File: config.mk
export PLATFORM = sky130hd
export DESIGN_NAME = sprite_engine
export DESIGN_NICKNAME = d
export VERILOG_FILES = /design/src/hw/sprite_pkg.sv /design/src/hw/sprite_engine.sv /design/src/hw/sprite_mixer.sv
export SDC_FILE = /design/constraint.sdc
export NUM_CORES = 1
export LEC_CHECK = 0
export BUFFER_PORTS_ARGS = -buffer_cell sky130_fd_sc_hd__buf_2
export CORE_ASPECT_RATIO = 1.75
export CORE_MARGIN = 2
export CORE_UTILIZATION = 38
export DETAILED_ROUTE_END_ITERATION = 10
export GPL_TIMING_DRIVEN = 0
export HOLD_SLACK_MARGIN = 0.08
export SLEW_MARGIN = 20
export SYNTH_ARGS = -nofsm -noshare
export SYNTH_HDL_FRONTEND = slang
export SYNTH_HIERARCHICAL = 1
export SYNTH_SLANG_ARGS = --single-unit
export TNS_END_PERCENT = 30
File: constraint.sdc
create_clock -name CLOCK -period 25 [get_ports CLOCK]
set_input_delay 5 -clock CLOCK [delete_from_list [all_inputs] [get_ports CLOCK]]
set_output_delay 5 -clock CLOCK [all_outputs]
set_load 0.005 [all_outputs]
File: src/hw/sprite_pkg.sv
// constants, types and register map shared by the sprite engine files
package sprite_pkg;

  // ======================================================================
  // sprite table geometry
  localparam int NUM_SPRITES = 32;
  localparam int MAX_SLOTS = 8;
  localparam logic [3:0] LIMIT_MODE1 = 4'h4;
  localparam logic [3:0] LIMIT_MODE2 = 4'h8;
  localparam logic [7:0] TERM_Y_MODE1 = 8'hd0;
  localparam logic [7:0] TERM_Y_MODE2 = 8'hd8;
  localparam logic [16:0] COLTAB_OFFSET = 17'h00200;
  localparam logic [9:0] EARLY_SHIFT = 10'h020;
  localparam logic [9:0] COLL_X_OFFSET = 10'h00c;
  localparam logic [9:0] COLL_Y_OFFSET = 10'h008;

  // ======================================================================
  // register byte addresses on the apb slave
  localparam logic [11:0] ADDR_CTRL1 = 12'h000;
  localparam logic [11:0] ADDR_PAT_BASE = 12'h004;
  localparam logic [11:0] ADDR_CTRL8 = 12'h008;
  localparam logic [11:0] ADDR_ATTR_BASE = 12'h00c;
  localparam logic [11:0] ADDR_SCREEN = 12'h010;
  localparam logic [11:0] ADDR_STAT0 = 12'h020;
  localparam logic [11:0] ADDR_STAT3 = 12'h02c;
  localparam logic [11:0] ADDR_STAT4 = 12'h030;
  localparam logic [11:0] ADDR_STAT5 = 12'h034;
  localparam logic [11:0] ADDR_STAT6 = 12'h038;

  // ======================================================================
  // field positions and reset values
  localparam int CTRL1_ZOOM_BIT = 0;
  localparam int CTRL1_SIZE_BIT = 1;
  localparam int CTRL8_HIDE_BIT = 1;
  localparam int CTRL8_PEN_BIT = 6;
  localparam int CTRL8_PTR_BIT = 7;
  localparam int STAT0_COLL_BIT = 5;
  localparam int STAT0_OVF_BIT = 6;
  localparam int COLB_EARLY_BIT = 7;
  localparam int COLB_MERGE_BIT = 6;
  localparam int COLB_IGNORE_BIT = 5;
  localparam logic [7:0] CTRL8_RESET = 8'h00;

  // ======================================================================
  // screen modes and fetch states
  typedef enum logic [2:0] {
    SCR_G1 = 3'h0, SCR_G2 = 3'h1, SCR_MC = 3'h2, SCR_G3 = 3'h3,
    SCR_G4 = 3'h4, SCR_G5 = 3'h5, SCR_G6 = 3'h6, SCR_G7 = 3'h7
  } screen_mode_e;

  typedef enum logic [2:0] {
    ST_IDLE = 3'h0, ST_YPOS = 3'h1, ST_XPOS = 3'h2, ST_PATN = 3'h3,
    ST_ACOL = 3'h4, ST_CTAB = 3'h5, ST_PATL = 3'h6, ST_PATR = 3'h7
  } fetch_state_e;

  typedef struct packed {
    logic [7:0] xpos;
    logic [15:0] pat;
    logic [3:0] color;
    logic early;
    logic merge;
    logic ignore;
  } slot_s;

  typedef struct packed {
    logic valid;
    logic [3:0] color;
  } pixel_s;

endpackage

File: src/hw/sprite_engine.sv
// sprite engine: line fetch from video ram, dot rendering, status over apb
`timescale 1ns/1ps
// Overview of operation
// - sprite mode follows the screen mode register, no own control bit
// - 32 sprites; lower number wins, hidden pixels of lower precedence
// - mode 1 shows at most four highest-precedence sprites per line
// - mode 2 shows at most eight per line, merge lines included
// - mode 1 colour-1 overlap of two sprites sets status bit 5
// - mode 1 fifth sprite on a line sets bit 6, number in low bits
// - mode 2 ninth sprite on a line sets bit 6, number in low bits
// - control 1 bit 1 picks 16x16 or 8x8; bit 0 doubles size
// - mode 1 y of 208 hides that sprite and all later ones
// - mode 2 y of 216 hides that sprite and all later ones
// - four attribute bytes per sprite: y, x, pattern, colour in mode 1
// - pattern base from register 6, eight bytes each, 16x16 uses four
// - early-shift bit draws the sprite 32 dots further left
// - mode 1 pattern-1 dots use attribute colour, pattern-0 transparent
// - mode 2 colour, shift, merge, ignore come per line from colour table
// - colour table base is attribute base minus 512
// - merge lines show only over lower sprites, colours ORed
// - merge lines never report a collision
// - unmerged, unignored nonzero overlap sets bit 5; reading status 0 clears it
// - collision loads coordinates unless pointer or pen flag set
// - reading status 5 clears coordinate registers 3 to 6
// - stored x is position plus 12, stored y position plus 8
module sprite_engine
  import sprite_pkg::*;
(
  // clock and reset
  input wire logic CLOCK,
  input wire logic RST,
  // apb slave
  input wire logic PSEL,
  input wire logic PENABLE,
  input wire logic PWRITE,
  input wire logic [11:0] PADDR,
  input wire logic [31:0] PWDATA,
  output logic [31:0] PRDATA,
  output logic PREADY,
  output logic PSLVERR,
  // video ram read port
  output logic VRAM_REQ,
  output logic [16:0] VRAM_ADDR,
  input wire logic VRAM_ACK,
  input wire logic [7:0] VRAM_DATA,
  // raster timing
  input wire logic LINE_START,
  input wire logic [7:0] LINE_Y,
  input wire logic PIX_EN,
  input wire logic [7:0] PIX_X,
  // sprite dot out
  output logic SPR_VALID,
  output logic [3:0] SPR_COLOR
);

  // ======================================================================
  // declarations
  logic [1:0] ctrl1_ff;
  logic [5:0] patbase_ff;
  logic [7:0] ctrl8_ff;
  logic [9:0] attrbase_ff;
  screen_mode_e scrmode_ff;
  logic coll_ff, ovf_ff;
  logic [4:0] ovfnum_ff;
  logic [9:0] collx_ff, colly_ff;
  logic [31:0] rdata;
  logic mapped;
  logic apb_done, rd_stat0, rd_stat5;
  fetch_state_e state_ff;
  logic [4:0] scan_ff;
  logic [3:0] cand_ff, slot_ff, done_ff;
  logic [4:0] cand_num_ff [MAX_SLOTS];
  logic [3:0] cand_row_ff [MAX_SLOTS];
  slot_s fetch_ff [MAX_SLOTS];
  slot_s [MAX_SLOTS-1:0] disp_ff;
  logic [3:0] disp_cnt_ff;
  logic [7:0] line_ff, disp_line_ff;
  logic [16:0] nxt_addr, attr_addr, pat_addr;
  logic [7:0] row8;
  logic [8:0] height;
  logic visible, mode2, sprites_on, ack_in;
  logic [3:0] limit;
  logic [7:0] term_y;
  logic [MAX_SLOTS-1:0] slot_on;
  pixel_s mix_pix;
  logic mix_coll, coll_event, ovf_event;
  logic [7:0] cur_pat;

  assign mode2 = (scrmode_ff >= SCR_G3);
  assign sprites_on = !ctrl8_ff[CTRL8_HIDE_BIT];
  assign limit = mode2 ? LIMIT_MODE2 : LIMIT_MODE1;
  assign term_y = mode2 ? TERM_Y_MODE2 : TERM_Y_MODE1;
  assign ack_in = VRAM_REQ && VRAM_ACK;

  // ======================================================================
  // apb slave, one wait state so read data comes from a flop
  assign apb_done = PSEL && PENABLE && PREADY;
  assign rd_stat0 = apb_done && !PWRITE && (PADDR == ADDR_STAT0);
  assign rd_stat5 = apb_done && !PWRITE && (PADDR == ADDR_STAT5);

  always_comb
  begin
    rdata = 32'h0000_0000;
    mapped = 1'b1;
    case (PADDR)
      ADDR_CTRL1: rdata = {30'h0, ctrl1_ff};
      ADDR_PAT_BASE: rdata = {26'h0, patbase_ff};
      ADDR_CTRL8: rdata = {24'h0, ctrl8_ff};
      ADDR_ATTR_BASE: rdata = {22'h0, attrbase_ff};
      ADDR_SCREEN: rdata = {29'h0, scrmode_ff};
      ADDR_STAT0: rdata = {25'h0, ovf_ff, coll_ff, ovfnum_ff};
      ADDR_STAT3: rdata = {24'h0, collx_ff[7:0]};
      ADDR_STAT4: rdata = {31'h0, collx_ff[8]};
      ADDR_STAT5: rdata = {24'h0, colly_ff[7:0]};
      ADDR_STAT6: rdata = {30'h0, colly_ff[9:8]};
      default: mapped = 1'b0;
    endcase
  end

  always_ff @(posedge CLOCK or posedge RST)
  begin
    if (RST)
    begin
      PREADY <= 1'b0;
      PRDATA <= 32'h0000_0000;
      PSLVERR <= 1'b0;
    end
    else
    begin
      PREADY <= PSEL && PENABLE && !PREADY;
      if (PSEL && PENABLE && !PREADY)
      begin
        PRDATA <= PWRITE ? 32'h0000_0000 : rdata;
        PSLVERR <= !mapped;
      end
      else
        PSLVERR <= 1'b0;
    end
  end

  always_ff @(posedge CLOCK or posedge RST)
  begin
    if (RST)
    begin
      ctrl1_ff <= 2'h0;
      patbase_ff <= 6'h00;
      ctrl8_ff <= CTRL8_RESET;
      attrbase_ff <= 10'h000;
      scrmode_ff <= SCR_G1;
    end
    else if (apb_done && PWRITE)
    begin
      case (PADDR)
        ADDR_CTRL1: ctrl1_ff <= PWDATA[1:0];
        ADDR_PAT_BASE: patbase_ff <= PWDATA[5:0];
        ADDR_CTRL8: ctrl8_ff <= PWDATA[7:0];
        ADDR_ATTR_BASE: attrbase_ff <= PWDATA[9:0];
        ADDR_SCREEN: scrmode_ff <= screen_mode_e'(PWDATA[2:0]);
        default: ;
      endcase
    end
  end

  // ======================================================================
  // line fetch: scan attribute y, then load chosen slots
  // height from size and zoom
  assign height = (ctrl1_ff[CTRL1_SIZE_BIT] ? 9'h010 : 9'h008) << ctrl1_ff[CTRL1_ZOOM_BIT];
  assign row8 = line_ff - VRAM_DATA - 8'h01;
  assign visible = ({1'b0, row8} < height);
  assign cur_pat = fetch_ff[slot_ff[2:0]].pat[15:8];

  always_comb
  begin
    logic [4:0] n;
    n = (state_ff == ST_YPOS) ? scan_ff : cand_num_ff[slot_ff[2:0]];
    attr_addr = {attrbase_ff, 7'h00} + {10'h000, n, 2'h0};
  end

  // eight bytes a pattern, 16x16 ignores low two bits
  always_comb
  begin
    logic [7:0] p;
    p = ctrl1_ff[CTRL1_SIZE_BIT] ? {cur_pat[7:2], 2'h0} : cur_pat;
    pat_addr = {patbase_ff, 11'h000} + {6'h00, p, 3'h0}
             + {13'h0000, cand_row_ff[slot_ff[2:0]]};
  end

  always_comb
  begin
    case (state_ff)
      ST_YPOS: nxt_addr = attr_addr;
      ST_XPOS: nxt_addr = attr_addr + 17'h00001;
      ST_PATN: nxt_addr = attr_addr + 17'h00002;
      ST_ACOL: nxt_addr = attr_addr + 17'h00003;
      ST_CTAB: nxt_addr = {attrbase_ff, 7'h00} - COLTAB_OFFSET
                        + {8'h00, cand_num_ff[slot_ff[2:0]], 4'h0}
                        + {13'h0000, cand_row_ff[slot_ff[2:0]]};
      ST_PATL: nxt_addr = pat_addr;
      // left byte has overwritten the pattern number: step from the last address
      ST_PATR: nxt_addr = VRAM_ADDR + 17'h00010;
      default: nxt_addr = 17'h00000;
    endcase
  end

  always_ff @(posedge CLOCK or posedge RST)
  begin
    if (RST)
    begin
      VRAM_REQ <= 1'b0;
      VRAM_ADDR <= 17'h00000;
    end
    else if (ack_in)
      VRAM_REQ <= 1'b0;
    else if (state_ff != ST_IDLE && !VRAM_REQ && !LINE_START)
    begin
      VRAM_REQ <= 1'b1;
      VRAM_ADDR <= nxt_addr;
    end
  end

  always_ff @(posedge CLOCK or posedge RST)
  begin
    if (RST)
    begin
      state_ff <= ST_IDLE;
      scan_ff <= 5'h00;
      cand_ff <= 4'h0;
      slot_ff <= 4'h0;
      done_ff <= 4'h0;
      line_ff <= 8'h00;
    end
    else if (LINE_START)
    begin
      state_ff <= sprites_on ? ST_YPOS : ST_IDLE;
      line_ff <= LINE_Y;
      scan_ff <= 5'h00;
      cand_ff <= 4'h0;
      slot_ff <= 4'h0;
      done_ff <= 4'h0;
    end
    else if (ack_in)
    begin
      case (state_ff)
        ST_YPOS:
        begin
          if (VRAM_DATA == term_y || (visible && cand_ff == limit)
              || (scan_ff == 5'(NUM_SPRITES - 1)))
            state_ff <= (cand_ff != 4'h0 || (visible && VRAM_DATA != term_y))
                        ? ST_XPOS : ST_IDLE;
          if (visible && VRAM_DATA != term_y && cand_ff != limit)
            cand_ff <= cand_ff + 4'h1;
          scan_ff <= scan_ff + 5'h01;
        end
        ST_XPOS: state_ff <= ST_PATN;
        ST_PATN: state_ff <= mode2 ? ST_CTAB : ST_ACOL;
        ST_ACOL, ST_CTAB: state_ff <= ST_PATL;
        ST_PATL, ST_PATR:
        begin
          if (state_ff == ST_PATL && ctrl1_ff[CTRL1_SIZE_BIT])
            state_ff <= ST_PATR;
          else
          begin
            done_ff <= done_ff + 4'h1;
            slot_ff <= slot_ff + 4'h1;
            state_ff <= (slot_ff + 4'h1 == cand_ff) ? ST_IDLE : ST_XPOS;
          end
        end
        default: state_ff <= ST_IDLE;
      endcase
    end
  end

  assign ovf_event = ack_in && state_ff == ST_YPOS && VRAM_DATA != term_y
                   && visible && cand_ff == limit;

  always_ff @(posedge CLOCK)
  begin
    if (ack_in && state_ff == ST_YPOS && visible && cand_ff != limit)
    begin
      cand_num_ff[cand_ff[2:0]] <= scan_ff;
      cand_row_ff[cand_ff[2:0]] <= ctrl1_ff[CTRL1_ZOOM_BIT] ? row8[4:1] : row8[3:0];
    end
  end

  always_ff @(posedge CLOCK)
  begin
    if (ack_in)
    begin
      case (state_ff)
        ST_XPOS: fetch_ff[slot_ff[2:0]].xpos <= VRAM_DATA;
        ST_PATN: fetch_ff[slot_ff[2:0]].pat <= {VRAM_DATA, 8'h00};
        ST_ACOL, ST_CTAB:
        begin
          fetch_ff[slot_ff[2:0]].color <= VRAM_DATA[3:0];
          fetch_ff[slot_ff[2:0]].early <= VRAM_DATA[COLB_EARLY_BIT];
          fetch_ff[slot_ff[2:0]].merge <= mode2 && VRAM_DATA[COLB_MERGE_BIT];
          fetch_ff[slot_ff[2:0]].ignore <= mode2 && VRAM_DATA[COLB_IGNORE_BIT];
        end
        ST_PATL: fetch_ff[slot_ff[2:0]].pat[15:8] <= VRAM_DATA;
        ST_PATR: fetch_ff[slot_ff[2:0]].pat[7:0] <= VRAM_DATA;
        default: ;
      endcase
    end
  end

  always_ff @(posedge CLOCK or posedge RST)
  begin
    if (RST)
    begin
      disp_cnt_ff <= 4'h0;
      disp_line_ff <= 8'h00;
      disp_ff <= '0;
    end
    else if (LINE_START)
    begin
      disp_cnt_ff <= sprites_on ? done_ff : 4'h0;
      disp_line_ff <= line_ff;
      for (int i = 0; i < MAX_SLOTS; i++)
        disp_ff[i] <= fetch_ff[i];
    end
  end

  // ======================================================================
  // dot rendering
  genvar g;
  generate
    for (g = 0; g < MAX_SLOTS; g++)
    begin : g_slot
      logic [9:0] dx;
      logic [3:0] bi;
      assign dx = {2'h0, PIX_X} + (disp_ff[g].early ? EARLY_SHIFT : 10'h000)
                - {2'h0, disp_ff[g].xpos};
      assign bi = ctrl1_ff[CTRL1_ZOOM_BIT] ? dx[4:1] : dx[3:0];
      assign slot_on[g] = (4'(g) < disp_cnt_ff) && ({1'b0, height} > dx)
                        && disp_ff[g].pat[4'hf - bi]
                        && (!mode2 || disp_ff[g].color != 4'h0);
    end
  endgenerate

  sprite_mixer #(.SLOTS(MAX_SLOTS)) u_mixer (
    .slot_on(slot_on),
    .slots(disp_ff),
    .pix(mix_pix),
    .collide(mix_coll)
  );

  assign coll_event = PIX_EN && sprites_on && mix_coll;

  always_ff @(posedge CLOCK or posedge RST)
  begin
    if (RST)
    begin
      SPR_VALID <= 1'b0;
      SPR_COLOR <= 4'h0;
    end
    else
    begin
      SPR_VALID <= PIX_EN && sprites_on && mix_pix.valid;
      SPR_COLOR <= mix_pix.color;
    end
  end

  // ======================================================================
  // status: events win over read clears
  // collision flag
  always_ff @(posedge CLOCK or posedge RST)
  begin
    if (RST)
      coll_ff <= 1'b0;
    else if (coll_event)
      coll_ff <= 1'b1;
    else if (rd_stat0)
      coll_ff <= 1'b0;
  end

  always_ff @(posedge CLOCK or posedge RST)
  begin
    if (RST)
    begin
      ovf_ff <= 1'b0;
      ovfnum_ff <= 5'h00;
    end
    else if (ovf_event)
    begin
      ovf_ff <= 1'b1;
      ovfnum_ff <= scan_ff;
    end
    else if (rd_stat0)
      ovf_ff <= 1'b0;
  end

  always_ff @(posedge CLOCK or posedge RST)
  begin
    if (RST)
    begin
      collx_ff <= 10'h000;
      colly_ff <= 10'h000;
    end
    else if (coll_event && !ctrl8_ff[CTRL8_PTR_BIT] && !ctrl8_ff[CTRL8_PEN_BIT])
    begin
      collx_ff <= {2'h0, PIX_X} + COLL_X_OFFSET;
      colly_ff <= {2'h0, disp_line_ff} + COLL_Y_OFFSET;
    end
    else if (rd_stat5)
    begin
      collx_ff <= 10'h000;
      colly_ff <= 10'h000;
    end
  end
endmodule

File: src/hw/sprite_mixer.sv
// per-pixel priority, colour merge and collision across the line slots
`timescale 1ns/1ps
module sprite_mixer
  import sprite_pkg::*;
#(
  parameter int SLOTS = MAX_SLOTS
)
(
  // slot state for the current dot
  input wire logic [SLOTS-1:0] slot_on,
  input wire slot_s [SLOTS-1:0] slots,
  // merged result
  output pixel_s pix,
  output logic collide
);

  // ======================================================================
  // walk slots from highest precedence down
  always_comb
  begin
    logic any;
    logic solid;
    any = 1'b0;
    solid = 1'b0;
    pix = '0;
    collide = 1'b0;
    for (int i = 0; i < SLOTS; i++)
    begin
      if (slot_on[i])
      begin
        if (!slots[i].merge)
        begin
          if (!any)
            pix.color = slots[i].color;
          any = 1'b1;
          if (!slots[i].ignore)
          begin
            if (solid)
              collide = 1'b1;
            solid = 1'b1;
          end
        end
        else if (any)
          pix.color = pix.color | slots[i].color;
      end
    end
    pix.valid = any;
  end

endmodule

==> impl_metrics.env <==
export IMPL_status="completed"
export IMPL_synth_avg_cell_area_um2=12.89
export IMPL_hpwl_um=79120
export IMPL_arrival_ps=12520
export IMPL_worst_hold_path_type="reg2reg"
export IMPL_async_flop_share=0.5409
export IMPL_skew_ps=28.93
export IMPL_grt_pass1_wl_um=153800
export IMPL_yosysTopAreaCell="edfxtp_1"
export IMPL_synth_area_um2=33600
export IMPL_grt_max_degree=100
export IMPL_insertion_delay_ps=660
export IMPL_synth_yosys_seq_area_share=0.5667
export IMPL_vdd_drop_max_v=0.00006585
export IMPL_fin_tns_setup_ps=0
export IMPL_reg2reg_from="disp_ff[24]$_DFFE_PP0P_"
export IMPL_synthCells=2607
export IMPL_tightest_slew_ps=1286
export IMPL_required_ps=25530
export IMPL_post_route_util=0.4315
export IMPL_placed_cell_area_um2=35800
export IMPL_area_delta_synth_final_pct=12.91
export IMPL_tritoncts="done"
export IMPL_path_clk_slew_ps=70
export IMPL_leakage_nw=15.18
export IMPL_drtPass1Iterations=6
export IMPL_drt_initial_drc_count=1418
export IMPL_num_vias=22420
export IMPL_synth_most_common_cell="dfrtp_1"
export IMPL_die_w_um=228.8
export IMPL_ff2ff_path_depth=21
export IMPL_clk_path_buf_depth=3
export IMPL_viasPerCell=5.589
export IMPL_timing_final_crit_period_ps=11990
export IMPL_critPathBufInv=5
export IMPL_cts_sinks=697
export IMPL_hold_viol_final=0
export IMPL_slew_viol_final=0
export IMPL_critPathCaptureType="flip-flop"
export IMPL_rsz0062_at_grt="false"
export IMPL_wl_met2_um=55650
export IMPL_ys_types=89
export IMPL_core_um2=87920
export IMPL_finalSetupViolCount=0
export IMPL_io_pins=133
export IMPL_wl_met1_um=35960
export IMPL_yosys_warnings=6
export IMPL_synth_edff_count=320
export IMPL_root_buffer="clkbuf_16"
export IMPL_layout_nets=3051
export IMPL_grt_overflow_total=0
export IMPL_power_total_mw=2.711
export IMPL_reg2reg_slack_ps=17500
export IMPL_num_rows=144
export IMPL_n_fill_cell=8098
export IMPL_cp_max_fo=10
export IMPL_multi_input_area_um2=13670
export IMPL_yosys_top_cells_area="edfxtp_1 29%, dfrtp_1 28%, mux2_2 8.7%"
export IMPL_period_share=0.4797
export IMPL_place_congestion=0.9165
export IMPL_wl_um=105200
export IMPL_drive_gt1_frac=0.2001
export IMPL_ys_seq_elements=697
export IMPL_place_ws_ps=12170
export IMPL_cts_max_level=2
export IMPL_ys_flop_type="dfrtp_1"
export IMPL_cp_top_family="compound AO/OA/AOI/OAI gates"
export IMPL_synth_top_area_share=0.2859
export IMPL_critical_path_startpoint_type="primary input"
export IMPL_cpPeakStageDelay_ps=1040
export IMPL_fp_dieArea_um2=90920
export IMPL_path_cells="buf_2 -> inv_1 -> ha_1 -> inv_1 -> ha_1 -> fa_1 -> mux2i_1 -> buf_1 -> mux2i_1 -> a211oi_1 -> a211oi_1 -> a31oi_1 -> and4_1 -> nand2b_1 -> o21ai_0 -> nor4_1 -> o22ai_1 -> nand3b_1 -> nor3_1 -> a21oi_1 -> clkbuf_1 -> nand2_1 -> o21ai_0"
export IMPL_finalWorstSetupSlack_ps=13010
export IMPL_hp_start="fetch_ff[6][26]$_DFFE_PP_"
export IMPL_cts_made_buffers=61
export IMPL_synthTopCellsByCount="377 x dfrtp_1, 320 x edfxtp_1, 260 x mux2_2"
export IMPL_met3_wirelength_um=4037
export IMPL_port_buffers=88
export IMPL_grt_pass1_vias=23680
export IMPL_track_usage=0.2308
export IMPL_crit_type="in2reg"
export IMPL_cts_resized=0
export IMPL_wire_per_inst_um=26.24
export IMPL_fp_dieH_um=397.4
export IMPL_cp_slowest_cell="mux2i_1"
export IMPL_start_util=0.3822
export IMPL_postCtsSetupBuffers=0
export IMPL_maxCapViolations=0
export IMPL_holdBufCountCts=0
export IMPL_hold_depth=2
export IMPL_regArea_um2=19040
export IMPL_antenna_found_initial=1
export IMPL_slew_headroom=0.1178
export IMPL_max_freq_ghz=0.08338
export IMPL_hold_path_end="disp_ff[212]$_DFFE_PP0P_"
export IMPL_r2r_end="collx_ff[5]$_DFFE_PP0P_"
export IMPL_drc=0
export IMPL_routed_top_layer="met4"
export IMPL_power_density_nw_per_um2=71.44
export IMPL_final_area_um2=37940
export IMPL_drtAntennaViolNets=0
[logic make-up (layout without fill, tap and decap cells)]
logic type	Yosys count	after routing	share of synthesized area
AOI/OAI and AO/OA	485	485	0.09159
muxes	361	361	0.1316
other	1	27	0.0001116
buffers and inverters	238	448	0.03079
and+or+nand+nor	553	553	0.08161
DFF	697	697	0.5667
adders and majority gates	188	188	0.07573
xor gates and xnor gates	84	84	0.02189
[worst reg2reg max path: stages (launching register included)]
cell	delay, ps
dfrtp_1	360
inv_1	110
ha_1	250
ha_1	230
fa_1	540
mux2i_1	1040
buf_1	510
mux2i_1	160
a211oi_1	270
a211oi_1	80
a31oi_1	890
and4_1	450
nand2b_1	110
o21ai_0	220
nor4_1	90
o22ai_1	130
nand3b_1	300
nor3_1	720
a21oi_1	360
clkbuf_1	350
nand2_1	120
o21ai_0	90
[metrics by stage]
step,instances,hold slack (ps)
after floorplan,2628,429.7
after global placement,3884,435.4
after detailed placement,3893,442.4
after CTS,4006,457.9
after global routing,4011,473.4
final,4011,454.0
[registers in the layout (all words and copies together) (netlist names), 5 cells and up]
signal,flops
disp_ff,248
fetch_ff,248
cand_num_ff,40
cand_row_ff,32
VRAM_ADDR,17
PRDATA,10
attrbase_ff,10
collx_ff,9
colly_ff,9
ctrl8_ff,8
disp_line_ff,8
line_ff,8
patbase_ff,6
ovfnum_ff,5
scan_ff,5
[layer usage]
layer  global-route usage  vias up
met3              0.02559      297
li1                     -     9947
met1               0.2317    11440
met4               0.1839        0
met2               0.4308      736
met5                    0        -
[how the worst max path moves through the flow]
stage                        start                       to  cells after the start
after floorplan                RST    PRDATA[0]$_DFFE_PP0P_                      1
after global placement         RST  disp_ff[38]$_DFFE_PP0P_                      2
after detailed placement  PIX_X[0]  collx_ff[5]$_DFFE_PP0P_                     24
after CTS                 PIX_X[0]  collx_ff[5]$_DFFE_PP0P_                     24
after global routing      PIX_X[0]  collx_ff[4]$_DFFE_PP0P_                     24
final                     PIX_X[0]  collx_ff[5]$_DFFE_PP0P_                     23
[layout make-up]
cell class | instances | share of cell area
flip-flops and latches | 697 | 0.5019
multi-input cells | 1693 | 0.3603
clock buffers | 82 | 0.04524
well taps | 1168 | 0.03852
plain buffers | 123 | 0.01599
repair buffers | 97 | 0.01570
inverters | 115 | 0.01157
clock inverters | 31 | 0.01049
diodes | 5 | 0.0003298
[placed cells by master (no fill, tap or decap), drive strengths merged, types with 34 or more instances in the layout]
cell	synthesis	layout
xor2	36	36
a21oi	105	105
ha	161	161
clkbuf	83	165
a21o	35	35
dfrtp	377	377
xnor2	48	48
nand2	177	177
inv	115	119
nor3	34	34
mux4	37	37
mux2	261	261
nor2	138	138
buf	40	137
o21ai	171	171
mux2i	63	63
edfxtp	320	320
[report_power, final]
group	total (mW)	switching (mW)	internal [mW]	leakage, nW
Combinational	0.432	0.272	0.160	6.67
Clock	1.01	0.444	0.566	1.03
Sequential	1.27	0.0310	1.24	7.48
Note: power is estimated with default switching activity, not from simulation.
